### src/include/pmsm_pkg.sv
// Package with constants and carrier types for the management serial master
package pmsm_pkg;
  localparam int unsigned CLK_HZ = 100_000_000;
  localparam int unsigned NUM_PORTS = 2;
  localparam int unsigned MAX_PHYS = 32;
  localparam int unsigned PREAMBLE_BITS = 32;
  localparam int unsigned FRAME_BITS = 64;
  localparam int unsigned DIV_W = 8;
  localparam int unsigned MDC_MIN_HZ = 290_000;
  localparam int unsigned MDC_MAX_HZ = 12_500_000;
  // Half period in core cycles is divider + 1; full period is 2*(divider + 1)
  localparam int unsigned DIV_MIN = CLK_HZ / (2 * MDC_MAX_HZ) - 1;
  localparam int unsigned DIV_MAX = CLK_HZ / (2 * MDC_MIN_HZ) - 1;
  localparam logic [DIV_W-1:0] DIV_RESET = 8'h27;
  localparam logic [1:0] START_PATTERN = 2'b01;
  localparam logic [1:0] OP_READ = 2'b10;
  localparam logic [1:0] OP_WRITE = 2'b01;
  localparam logic [1:0] TA_WRITE = 2'b10;
  // Bit positions counted from the first preamble bit
  localparam int unsigned POS_TA1 = 46;
  localparam int unsigned POS_TA2 = 47;
  localparam int unsigned POS_DATA = 48;
  localparam int unsigned POS_LAST = 63;
  localparam logic [15:0] DATA_RESET = 16'h0000;

  typedef struct packed {
    logic read;
    logic [4:0] phy_select_field;
    logic [4:0] phy_register_index_field;
    logic [15:0] phy_value_field;
  } pmsm_cmd_s;

  typedef struct packed {
    logic mdc;
    logic mdio_o;
    logic mdio_oe;
  } pmsm_pins_s;
endpackage

### src/core/pmsm_port.sv
// One management serial port: prescaler, frame shifter and read capture
`timescale 1ns/1ps
`default_nettype none
module pmsm_port
(
  input wire logic clk_sys,
  input wire logic rst_n,
  input wire logic [pmsm_pkg::DIV_W-1:0] divider,
  input wire logic start,
  input wire pmsm_pkg::pmsm_cmd_s cmd,
  input wire logic mdio_i,
  output pmsm_pkg::pmsm_pins_s pins,
  output logic busy,
  output logic [15:0] read_data,
  output logic done
);
  typedef enum logic [2:0] {
    PMSM_IDLE = 3'b001,
    PMSM_LOW = 3'b010,
    PMSM_HIGH = 3'b100
  } pmsm_state_e;

  pmsm_state_e state;
  logic [pmsm_pkg::DIV_W-1:0] tick_cnt;
  logic [5:0] bit_pos;
  logic [pmsm_pkg::FRAME_BITS-1:0] shifter;
  logic is_read;
  logic half_done;
  logic [5:0] next_pos;

  assign half_done = (tick_cnt == divider);
  assign next_pos = bit_pos + 6'd1;

  // Frame image: preamble, start, op, phy, reg, turnaround, data, MSB first
  function automatic logic [pmsm_pkg::FRAME_BITS-1:0] build_frame(input pmsm_pkg::pmsm_cmd_s c);
    logic [1:0] op;
    op = c.read ? pmsm_pkg::OP_READ : pmsm_pkg::OP_WRITE;
    build_frame = {32'hFFFF_FFFF, pmsm_pkg::START_PATTERN, op, c.phy_select_field,
                   c.phy_register_index_field, pmsm_pkg::TA_WRITE, c.phy_value_field};
  endfunction

  // Prescaler: each MDC half period lasts divider+1 core cycles
  always_ff @(posedge clk_sys or negedge rst_n)
  begin
    if (!rst_n)
      tick_cnt <= '0;
    else if (state == PMSM_IDLE || half_done)
      tick_cnt <= '0;
    else
      tick_cnt <= tick_cnt + 1'b1; // see RL3
  end

  // Sequencer: MDIO changes with the falling edge, PHY samples on rising
  always_ff @(posedge clk_sys or negedge rst_n)
  begin
    if (!rst_n)
    begin
      state <= PMSM_IDLE;
      bit_pos <= '0;
      shifter <= '0;
      is_read <= 1'b0;
      pins <= '0;
      busy <= 1'b0;
      done <= 1'b0;
    end
    else
    begin
      done <= 1'b0;
      case (state)
        PMSM_IDLE:
        begin
          pins.mdc <= 1'b0;
          pins.mdio_oe <= 1'b0; // see RL4
          pins.mdio_o <= 1'b0;
          if (start)
          begin
            state <= PMSM_LOW; // see RL5
            shifter <= build_frame(cmd); // see RL8, RL13
            is_read <= cmd.read;
            bit_pos <= '0;
            busy <= 1'b1; // see RL14
            pins.mdio_oe <= 1'b1; // see RL6
            pins.mdio_o <= 1'b1;
          end
        end
        PMSM_LOW:
          if (half_done)
          begin
            state <= PMSM_HIGH;
            pins.mdc <= 1'b1;
          end
        PMSM_HIGH:
          if (half_done)
          begin
            pins.mdc <= 1'b0;
            if (bit_pos == 6'(pmsm_pkg::POS_LAST))
            begin
              state <= PMSM_IDLE;
              busy <= 1'b0;
              done <= 1'b1;
              pins.mdio_oe <= 1'b0;
            end
            else
            begin
              state <= PMSM_LOW;
              bit_pos <= next_pos;
              shifter <= {shifter[pmsm_pkg::FRAME_BITS-2:0], 1'b0};
              pins.mdio_o <= shifter[pmsm_pkg::FRAME_BITS-2]; // see RL7, RL11
              // Read frames hand the line to the PHY from the first turnaround bit
              pins.mdio_oe <= !(is_read && next_pos >= 6'(pmsm_pkg::POS_TA1)); // see RL9, RL10, RL12
            end
          end
        default:
          state <= PMSM_IDLE;
      endcase
    end
  end

  // Capture read data on rising MDC during the data field
  always_ff @(posedge clk_sys or negedge rst_n)
  begin
    if (!rst_n)
      read_data <= pmsm_pkg::DATA_RESET;
    else if (state == PMSM_LOW && half_done && is_read && bit_pos >= 6'(pmsm_pkg::POS_DATA))
      read_data <= {read_data[14:0], mdio_i}; // see RL10, RL14
  end
endmodule
`default_nettype wire

### src/core/pmsm_top.sv
// Two-port management serial master with command, data and divider ports
//
// Operation
// RL1 - Two independent ports exist, each addressing up to 32 PHYs on its own clock and data.
// RL2 - The management clock rate is set by a software divider spanning 290 kHz to 12.5 MHz.
// RL3 - Each port derives its own clock output from the core clock through a prescaler.
// RL4 - The data line driver is released whenever no frame is running.
// RL5 - A command write launches one frame on the selected port.
// RL6 - Each frame opens with 32 preamble bits of one.
// RL7 - The start pattern 01 follows the preamble directly.
// RL8 - Op code, PHY address, register address and data follow in that order.
// RL9 - Two turnaround bits separate the register address from the data.
// RL10 - On reads the line is released in turnaround and the PHY drives zero then data.
// RL11 - On writes the master drives one then zero in turnaround and keeps driving data.
// RL12 - The shared data line is driven only by the party the frame position assigns.
// RL13 - The op code is 10 for read and 01 for write, fields are sent MSB first.
// RL14 - Busy shows from the command to the last data bit and read data is stored.
`timescale 1ns/1ps
`default_nettype none
module pmsm_top
#(
  parameter int unsigned PORTS = pmsm_pkg::NUM_PORTS
)
(
  input wire logic clk_sys,
  input wire logic rst_n,
  input wire logic [pmsm_pkg::DIV_W-1:0] mgmt_clock_divider_reg,
  input wire logic mgmt_command_reg_wr,
  input wire logic mgmt_command_port,
  input wire pmsm_pkg::pmsm_cmd_s mgmt_command_reg,
  input wire logic [1:0] mdio_i,
  output logic [1:0] mdc,
  output logic [1:0] mdio_o,
  output logic [1:0] mdio_oe,
  output logic [1:0] busy,
  output logic [1:0] done,
  output logic [15:0] mgmt_data_reg_p0,
  output logic [15:0] mgmt_data_reg_p1
);
  if (PORTS != 2)
  begin : g_bad_ports
    $error("pmsm_top supports exactly two ports");
  end

  logic [pmsm_pkg::DIV_W-1:0] divider;
  logic [1:0] start;
  pmsm_pkg::pmsm_pins_s pins [2];
  logic [15:0] rdata [2];
  logic [1:0] port_busy;
  logic [1:0] port_done;

  // Divider is clamped so the clock stays within its legal range
  always_ff @(posedge clk_sys or negedge rst_n)
  begin
    if (!rst_n)
      divider <= pmsm_pkg::DIV_RESET;
    else if (port_busy == 2'b00)
    begin
      if (mgmt_clock_divider_reg < pmsm_pkg::DIV_W'(pmsm_pkg::DIV_MIN))
        divider <= pmsm_pkg::DIV_W'(pmsm_pkg::DIV_MIN); // see RL2
      else if (mgmt_clock_divider_reg > pmsm_pkg::DIV_W'(pmsm_pkg::DIV_MAX))
        divider <= pmsm_pkg::DIV_W'(pmsm_pkg::DIV_MAX); // see RL2
      else
        divider <= mgmt_clock_divider_reg;
    end
  end

  // A command to a busy port is dropped rather than corrupting its frame
  always_comb
  begin
    start = 2'b00;
    if (mgmt_command_reg_wr && !port_busy[mgmt_command_port])
      start[mgmt_command_port] = 1'b1; // see RL5
  end

  for (genvar i = 0; i < 2; i++)
  begin : g_port
    pmsm_port u_port
    (
      .clk_sys(clk_sys),
      .rst_n(rst_n),
      .divider(divider),
      .start(start[i]),
      .cmd(mgmt_command_reg),
      .mdio_i(mdio_i[i]),
      .pins(pins[i]),
      .busy(port_busy[i]),
      .read_data(rdata[i]),
      .done(port_done[i])
    ); // see RL1, RL3
    assign mdc[i] = pins[i].mdc;
    assign mdio_o[i] = pins[i].mdio_o;
    assign mdio_oe[i] = pins[i].mdio_oe; // see RL4, RL12
    assign busy[i] = port_busy[i];
    assign done[i] = port_done[i];
  end

  assign mgmt_data_reg_p0 = rdata[0];
  assign mgmt_data_reg_p1 = rdata[1];
endmodule
`default_nettype wire

### config.mk
export PLATFORM = sky130hd
export DESIGN_NAME = pmsm_top
export DESIGN_NICKNAME = d
export VERILOG_FILES = /design/src/include/pmsm_pkg.sv /design/src/core/pmsm_port.sv /design/src/core/pmsm_top.sv
export SDC_FILE = /design/constraint.sdc
export NUM_CORES = 1
export LEC_CHECK = 0
export BUFFER_PORTS_ARGS = -buffer_cell sky130_fd_sc_hd__buf_2
export CAP_MARGIN = 20
export CORE_MARGIN = 2
export CORE_UTILIZATION = 50
export CTS_BUF_LIST = sky130_fd_sc_hd__clkbuf_4
export CTS_CLUSTER_DIAMETER = 60
export DETAILED_ROUTE_END_ITERATION = 10
export MAX_ROUTING_LAYER = met4
export PLACE_DENSITY = 0.69
export REMOVE_ABC_BUFFERS = 1
export SKIP_CTS_REPAIR_TIMING = 1
export SLEW_MARGIN = 10
export SYNTH_ARGS = -nofsm -noshare
export SYNTH_HDL_FRONTEND = slang
export SYNTH_HIERARCHICAL = 1
export SYNTH_SLANG_ARGS = --single-unit
### constraint.sdc
create_clock -name clk_sys -period 2.94 [get_ports clk_sys]
set_input_delay 0.147 -clock clk_sys [delete_from_list [all_inputs] [get_ports clk_sys]]
set_output_delay 0.147 -clock clk_sys [all_outputs]
set_load 0.02 [all_outputs]
==> metrics.md, run 1 <==
| Metric | Value |
|---|---|
| Avg Inst Size Synth | `between 10 and 15 µm²` |
| Clk pin slew, worst setup/hold paths | `~0.07 ns` |
| Post-layout nets | `around 1100` |
| Setup TNS | `0 ns` |
| Worst-Margin Slew | `0.845 ns` |
| Die ar. | `20300 µm²` |
| Initial DRC Count | `493` |
| Filler instances | `1606` |
| Cell count after placement | `1221` |
| RSZ-0062 raised after global routing | `no` |
| Clock tree buffer depth | `3` |
| Number of global-route vias before repair | `6887` |
| CP Buf/Inv Count | `0` |
| Met1 usage | `30.0%` |
| Crit path DAT | `approximately 3.1 ns` |
| Worst EP required | `3.48 ns` |
| Area grow syn2layout | `19.2%` |
| Final Power | `5970 µW` |
| H-Tree Depth | `2` |
| Power per cell area | `522 nW/µm²` |
| Share of cells above drive strength 1 | `21.7%` |
| Worst Slack Setup Final | `between 0.3 and 0.4 ns` |
| Post-synth ARST share | `100%` |
| Area of the mapped netlist | `9600 µm²` |
| Post-route ant nets | `0` |
| Worst VDD drop | `301 µV` |
| # IOs | `83` |
| Pre-CTS setup slack | `~0.41 ns` |
| Maxcap violations | `0` |
| Initial antenna violation count | `1` |
| GR Util met3 | `under 10%` |
| Unique masters post-synth | `48` |
| Crit-path cells | `xor2_1 -> nor4_4 -> nand2_2 -> or3_1 -> mux2_4` |
| HPWL Detailed | `12500 µm` |
| CTS sink count | `212` |
| Largest net degree at the start of global routing | `~80` |
| Final GP Congestion | `0.832` |
| Synth warnings | `6` |
| # setup viols final | `0` |
| Busiest grt layer | `met1` |
| Cts bufs inserted | `56` |
| #FFs+latches synth | `212` |
| Layout Utilization | `61.0%` |
| Die width | `143 µm` |
| Hold Violations, Final | `0` |
| Via count | `7443` |
| Post-synth EDFFs | `0` |
| Die span in y | `143 µm` |
| Worst path max stage delay | `roughly 0.74 ns` |
| Status | `completed` |
| Post-Synthesis Cells | `between 900 and 1000` |
| Setup Crit Path Kind | `flop to flop` |
| Final max-slew violation count | `0` |
| Seq/Total Area, Yosys | `between 50% and 60%` |
| TritonRoute pass-1 iters | `7` |
| Crit start category | `flop` |
| Core area | `roughly 19000 µm²` |
| WL/cell | `15.3 µm` |
| First-pass GRT wire length | `33500 µm` |
| Clock latency on the worst-skew pair | `0.70 ns` |
| Total GRT Usage | `between 20% and 30%` |
| Met2 GRT Util | `29.2%` |
| CP Max Fanout | `16` |
| HP Class | `input pin to async pin` |
| Final worst path period need | `2.57 ns` |
| FP Rows | `50` |
| Leak | `0.00597 µW` |
| Max-slew headroom | `43.7%` |
| Top FF cell, synth | `dfrtp_1` |
| DRC errors left | `0` |
| Crit share post-route | `a little under 90%` |
| Final WL | `between 20000 and 25000 µm` |
| Slowest CP cell | `or3_1` |
| Final std cells w/o fill | `1361` |
| Crit-path leading delay family | `simple AND/OR/NAND/NOR gates` |
| CTS tree | `built` |
| Critical Path End Type | `flop` |
| Initial Util | `51.2%` |
| Clock root cell | `clkbuf_4` |
| Clk_skew | `0.0526 ns` |
| Max Fclk | `a little under 0.4 GHz` |
| IO Port Bufs | `82` |
| Total gr overflow | `0` |
| Vias per cell | `5.47` |
[Yosys cell counts, types with 2 or more instances]
library cell | n | area (µm²)
nand2b_1 | 9 | 56.3
and4_1 | 2 | 17.5
or3_1 | 4 | 25.0
clkbuf_1 | 38 | 143
o311ai_0 | 2 | 17.5
o2bb2ai_1 | 2 | 17.5
a21oi_1 | 14 | 70.1
xor2_1 | 24 | 210
o31ai_1 | 2 | 15.0
nor2_1 | 170 | 638
a21oi_2 | 2 | 17.5
nor3b_1 | 3 | 22.5
nor3_1 | 76 | 380
nor4_4 | 4 | 85.1
and3_1 | 10 | 62.6
o41ai_1 | 2 | 17.5
o21ai_0 | 77 | 385
ha_1 | 6 | 75.1
mux2i_1 | 50 | 500
dfstp_2 | 6 | 158
buf_2 | 8 | 40.0
o22ai_1 | 2 | 12.5
nor4b_1 | 2 | 17.5
xnor2_1 | 8 | 70.1
nand2_1 | 34 | 128
o21ai_1 | 2 | 10.0
buf_1 | 4 | 15.0
and2_1 | 8 | 50.1
a211o_1 | 3 | 26.3
dfrtp_1 | 206 | 5150
buf_6 | 5 | 56.3
o211ai_1 | 3 | 22.5
or3b_1 | 2 | 17.5
nor2b_1 | 4 | 25.0
mux2_4 | 20 | 300
or3b_2 | 2 | 17.5
a21boi_0 | 2 | 15.0
mux2_2 | 12 | 135
inv_1 | 12 | 45.0
a31oi_1 | 8 | 50.1
nand3_1 | 84 | 420
nand2_2 | 2 | 12.5
[layout make-up]
cell class	instances	area (µm²)	share of cell area, %
diodes	1	2.50	0.0219
clock buffers	83	623	5.44
clock inverters	11	120	1.05
inverters	12	45.0	0.393
multi-input cells	663	4010	35.0
flip-flops and latches	212	5310	46.4
well taps	234	293	2.56
repair buffers	145	1040	9.10
[metrics by stage]
| stage | instance area, µm² | hold slack [ns] |
|---|---|---|
| 6_report | 11400 | 0.0609 |
| 5_1_grt | 11400 | 0.0748 |
| 4_1_cts | 11000 | -0.525 |
| 3_5_place_dp | 10300 | 0.221 |
| 3_3_place_gp | 10300 | 0.230 |
| 2_1_floorplan | 9350 | -0.149 |
[report_power, final]
part	internal (µW)	switching, µW	total, µW
Combinational	125	140	265
Clock	1530	1170	2700
Sequential	2970	30.7	3000
[path summary, 6_finish.rpt]
check / startpoint / endpoint / slack, ns / cells past startpoint
min reg2reg: g_port[0].u_port/shifter[59] / g_port[0].u_port/shifter[60] / 0.48 / 2
min: rst_n / g_port[0].u_port/read_data[13] / 0.06 / 2
max reg2reg: divider[5] / g_port[1].u_port/read_data[2] / 0.37 / 5
max in group asynchronous: rst_n / g_port[0].u_port/shifter[25] / 2.11 / 3
min in group clk_sys: mgmt_command_reg[0] / g_port[1].u_port/shifter[0] / 0.23 / 4
max: divider[5] / g_port[1].u_port/read_data[2] / 0.37 / 5
[worst register-to-register path: cells and delay by family, from the launching register on]
| family | cells | cell delay, ns |
|---|---|---|
| mux | 1 | 0.43 |
| simple gates | 3 | 1.34 |
| flops | 1 | 0.56 |
| xor+xnor | 1 | 0.11 |
[per-layer routing]
metal | vias to the layer above | routed length [µm]
li1 | 3581 | -
met1 | 3621 | 10100
met2 | 214 | 9300
met3 | 27 | 1090
met4 | 0 | 344
met5 | - | 0
[placed cells by master, fill, tap and decap left out, drive strengths merged, types with 3 or more instances in the layout]
cell type and n:
a211o 3, a21oi 16, a31oi 8, and2 10, and3 10, buf 99
bufinv 3, clkbuf 84, clkinv 8, dfrtp 206, dfstp 6, dlygate4sd3 45
ha 6, inv 12, mux2 32, mux2i 50, nand2 36, nand2b 9
nand3 84, nor2 170, nor2b 4, nor3 76, nor3b 3, nor4 4
o211ai 3, o21ai 79, or3 4, or3b 4, xnor2 8, xor2 24
[kinds of logic (layout without fill, tap and decap cells)]
logic type	count (synthesis)	count (layout)	share of synthesized area (%)
AOI/OAI and AO/OA	124	124	7.31
adders and majority gates	6	6	0.782
other	0	1	0
buffers and inverters	67	251	3.11
DFF	212	212	55.3
xor gates and xnor gates	32	32	2.92
muxes	82	82	9.75
and+or+nand+nor	419	419	20.8
[sequential cells by signal, indices dropped and copies added (netlist names)]
| name | flops |
|---|---|
| divider | 8 |
| g_port.u_port/is_read | 2 |
| g_port.u_port/read_data | 32 |
| g_port.u_port/bit_pos | 12 |
| g_port.u_port/done | 2 |
| g_port.u_port/pins | 6 |
| g_port.u_port/tick_cnt | 16 |
| g_port.u_port/shifter | 126 |
| g_port.u_port/busy | 2 |
| g_port.u_port/state | 6 |
Power figures use the tool's default switching activity.
==> inputs of run 2 (changes only) <==
- GPL_ROUTABILITY_DRIVEN: default -> 0
- clock period: 2.94 -> 2.9 ns (I/O delays scaled with it)
==> run 2 against run 1 <==
  * Final cell count down 0.15%
  * First-iteration DRC count up 0.81%
  * Register-to-register slack worse by 0.08 ns
  * Via count down 3.0%
  * Clock-buffer cell count up 2
  * Clock power down 5%
  * Non-clock buffer count unchanged
==> metrics.md, run 2 (synthesis gave the netlist of run 1 again) <==
| Metric | Value |
|---|---|
| Status | `completed` |
| HP Class | `input pin to async pin` |
| Die span in y | `around 140 µm` |
| Leak | `approximately 0.0059 µW` |
| Hold Violations, Final | `0` |
| Most frequent cells in the layout | `206 x dfrtp_1, 167 x nor2_1, 85 x clkbuf_4` |
| Share of cells above drive strength 1 | `between 20% and 30%` |
| Area grow syn2layout | `18.6%` |
| Largest net degree at the start of global routing | `between 90 and 100` |
| Critical Path End Type | `flop` |
| Worst R2R Setup Slack | `0.29 ns` |
| CP Max Fanout | `16` |
| Worst-Margin Slew | `0.845 ns` |
| Hold Slack | `a little over 0.08 ns` |
| Worst R2R Path Depth | `5` |
| Vias per cell | `5.31` |
| Clock root cell | `clkbuf_4` |
| Final worst path period need | `2.61 ns` |
| Power per cell area | `515 nW/µm²` |
| CTS tree | `built` |
| Most common cell after layout, fill and taps aside | `dfrtp_1` |
| Register name with the most flops | `g_port.u_port/shifter` |
| Die width | `143 µm` |
| IO Port Bufs | `82` |
| Crit path DAT | `3.15 ns` |
| Die ar. | `20300 µm²` |
| Setup Crit Path Kind | `flop to flop` |
| Top Registers | `g_port.u_port/shifter (126), g_port.u_port/read_data (32), g_port.u_port/tick_cnt (16)` |
| Final Power | `5870 µW` |
| # IOs | `83` |
| Placement-stage cell area | `10200 µm²` |
| Via count | `7220` |
| Clk_skew | `0.0223 ns` |
| DRC errors left | `0` |
| Maxcap violations | `0` |
| Post-layout nets | `approximately 1100` |
| FP Rows | `50` |
| Clock latency on the worst-skew pair | `0.67 ns` |
| Number of global-route vias before repair | `about 6700` |
| TritonRoute pass-1 iters | `5` |
| Total GRT Usage | `20.9%` |
| Crit start category | `flop` |
| Initial antenna violation count | `1` |
| Max reg flops | `126` |
| RR Startpoint | `divider[1]` |
| RSZ-0062 raised after global routing | `no` |
| Core area | `18800 µm²` |
| Max Fclk | `roughly 0.38 GHz` |
| Cts bufs inserted | `between 50 and 60` |
| Max-slew headroom | `43.7%` |
| Total gr overflow | `0` |
| H-Tree Depth | `2` |
| Post-route ant nets | `0` |
| Final max-slew violation count | `0` |
| Crit share post-route | `between 90% and 100%` |
| Worst VDD drop | `roughly 250 µV` |
| Worst EP required | `approximately 3.4 ns` |
| # setup viols final | `0` |
| Clk pin slew, worst setup/hold paths | `approximately 0.07 ns` |
| Clock tree buffer depth | `3` |
| Initial DRC Count | `~500` |
| Worst r2r dst | `g_port[1].u_port/read_data[11]` |
| Final WL | `20600 µm` |
| Post-Layout Inst Area | `11400 µm²` |
| First-pass GRT wire length | `33300 µm` |
| WL/cell | `15.2 µm` |
| CTS sink count | `212` |
| HPWL Detailed | `12600 µm` |
| Initial Util | `slightly above 50%` |
run 2: changes by cell type in the layout (fill, tap and decap cells not counted):
cell / change
buf_4: +1
clkinv_2: +1
clkinv_1: -4
inv_2: +1
clkbuf_4: +2
dlygate4sd3_1: -1
bufinv_16: -2
run 2: worst max path at each step:
stage          cells after the start                 startpoint                        endpoint
3_5_place_dp                       5                 divider[1]  g_port[1].u_port/read_data[11]
3_3_place_gp                       5                 divider[1]  g_port[1].u_port/read_data[15]
2_1_floorplan                      5  g_port[0].u_port/state[1]     g_port[0].u_port/bit_pos[0]
4_1_cts                            5                 divider[1]  g_port[1].u_port/read_data[11]
5_1_grt                            5                 divider[1]  g_port[1].u_port/read_data[14]
6_report                           5                 divider[1]  g_port[1].u_port/read_data[11]
run 2: metrics by stage:
stage	utilization [%]	setup TNS, ns	worst slack [ns]	cells
6_report	60.7	0	0.288	1359
5_1_grt	60.7	0	0.119	1359
4_1_cts	58.2	0	0.275	1313
3_5_place_dp	54.6	0	0.297	1221
3_3_place_gp	54.6	0	0.375	1221
2_1_floorplan	-	-66.75	-0.583	887
run 2: final cells by class:
type	instances	area (µm²)
multi-input combinational	663	4010
antenna	1	2.50
tap	234	293
sequential	212	5310
clock buffer	85	638
clock inverter	7	53.8
timing repair buffer	145	1040
fill	1584	7370
inverter	12	45.0
run 2: power breakdown:
part	leakage, µW	internal (µW)	switching, µW
Clock	0.000420	1400	1160
Sequential	0.00275	3010	31.3
Combinational	0.00278	126	139
Total	0.00595	4540	1330
run 2: layer usage:
| layer | routed length [µm] | GRT usage (%) | share of wire, % | up-vias |
|---|---|---|---|---|
| met5 | 0 | - | 0 | - |
| met4 | 243 | 6.25 | 1.2 | 0 |
| met1 | 10100 | 29.3 | 49 | 3450 |
| li1 | - | - | - | 3577 |
| met2 | 9260 | 30.2 | 45 | 172 |
| met3 | 993 | 5.15 | 4.8 | 21 |
run 2: critical path, cell delays in order (launching register included):
cell and delay [ns]:
dfstp_2 0.57, xor2_1 0.10, nor4_4 0.49, nand2_2 0.15, or3_1 0.75, mux2_4 0.43
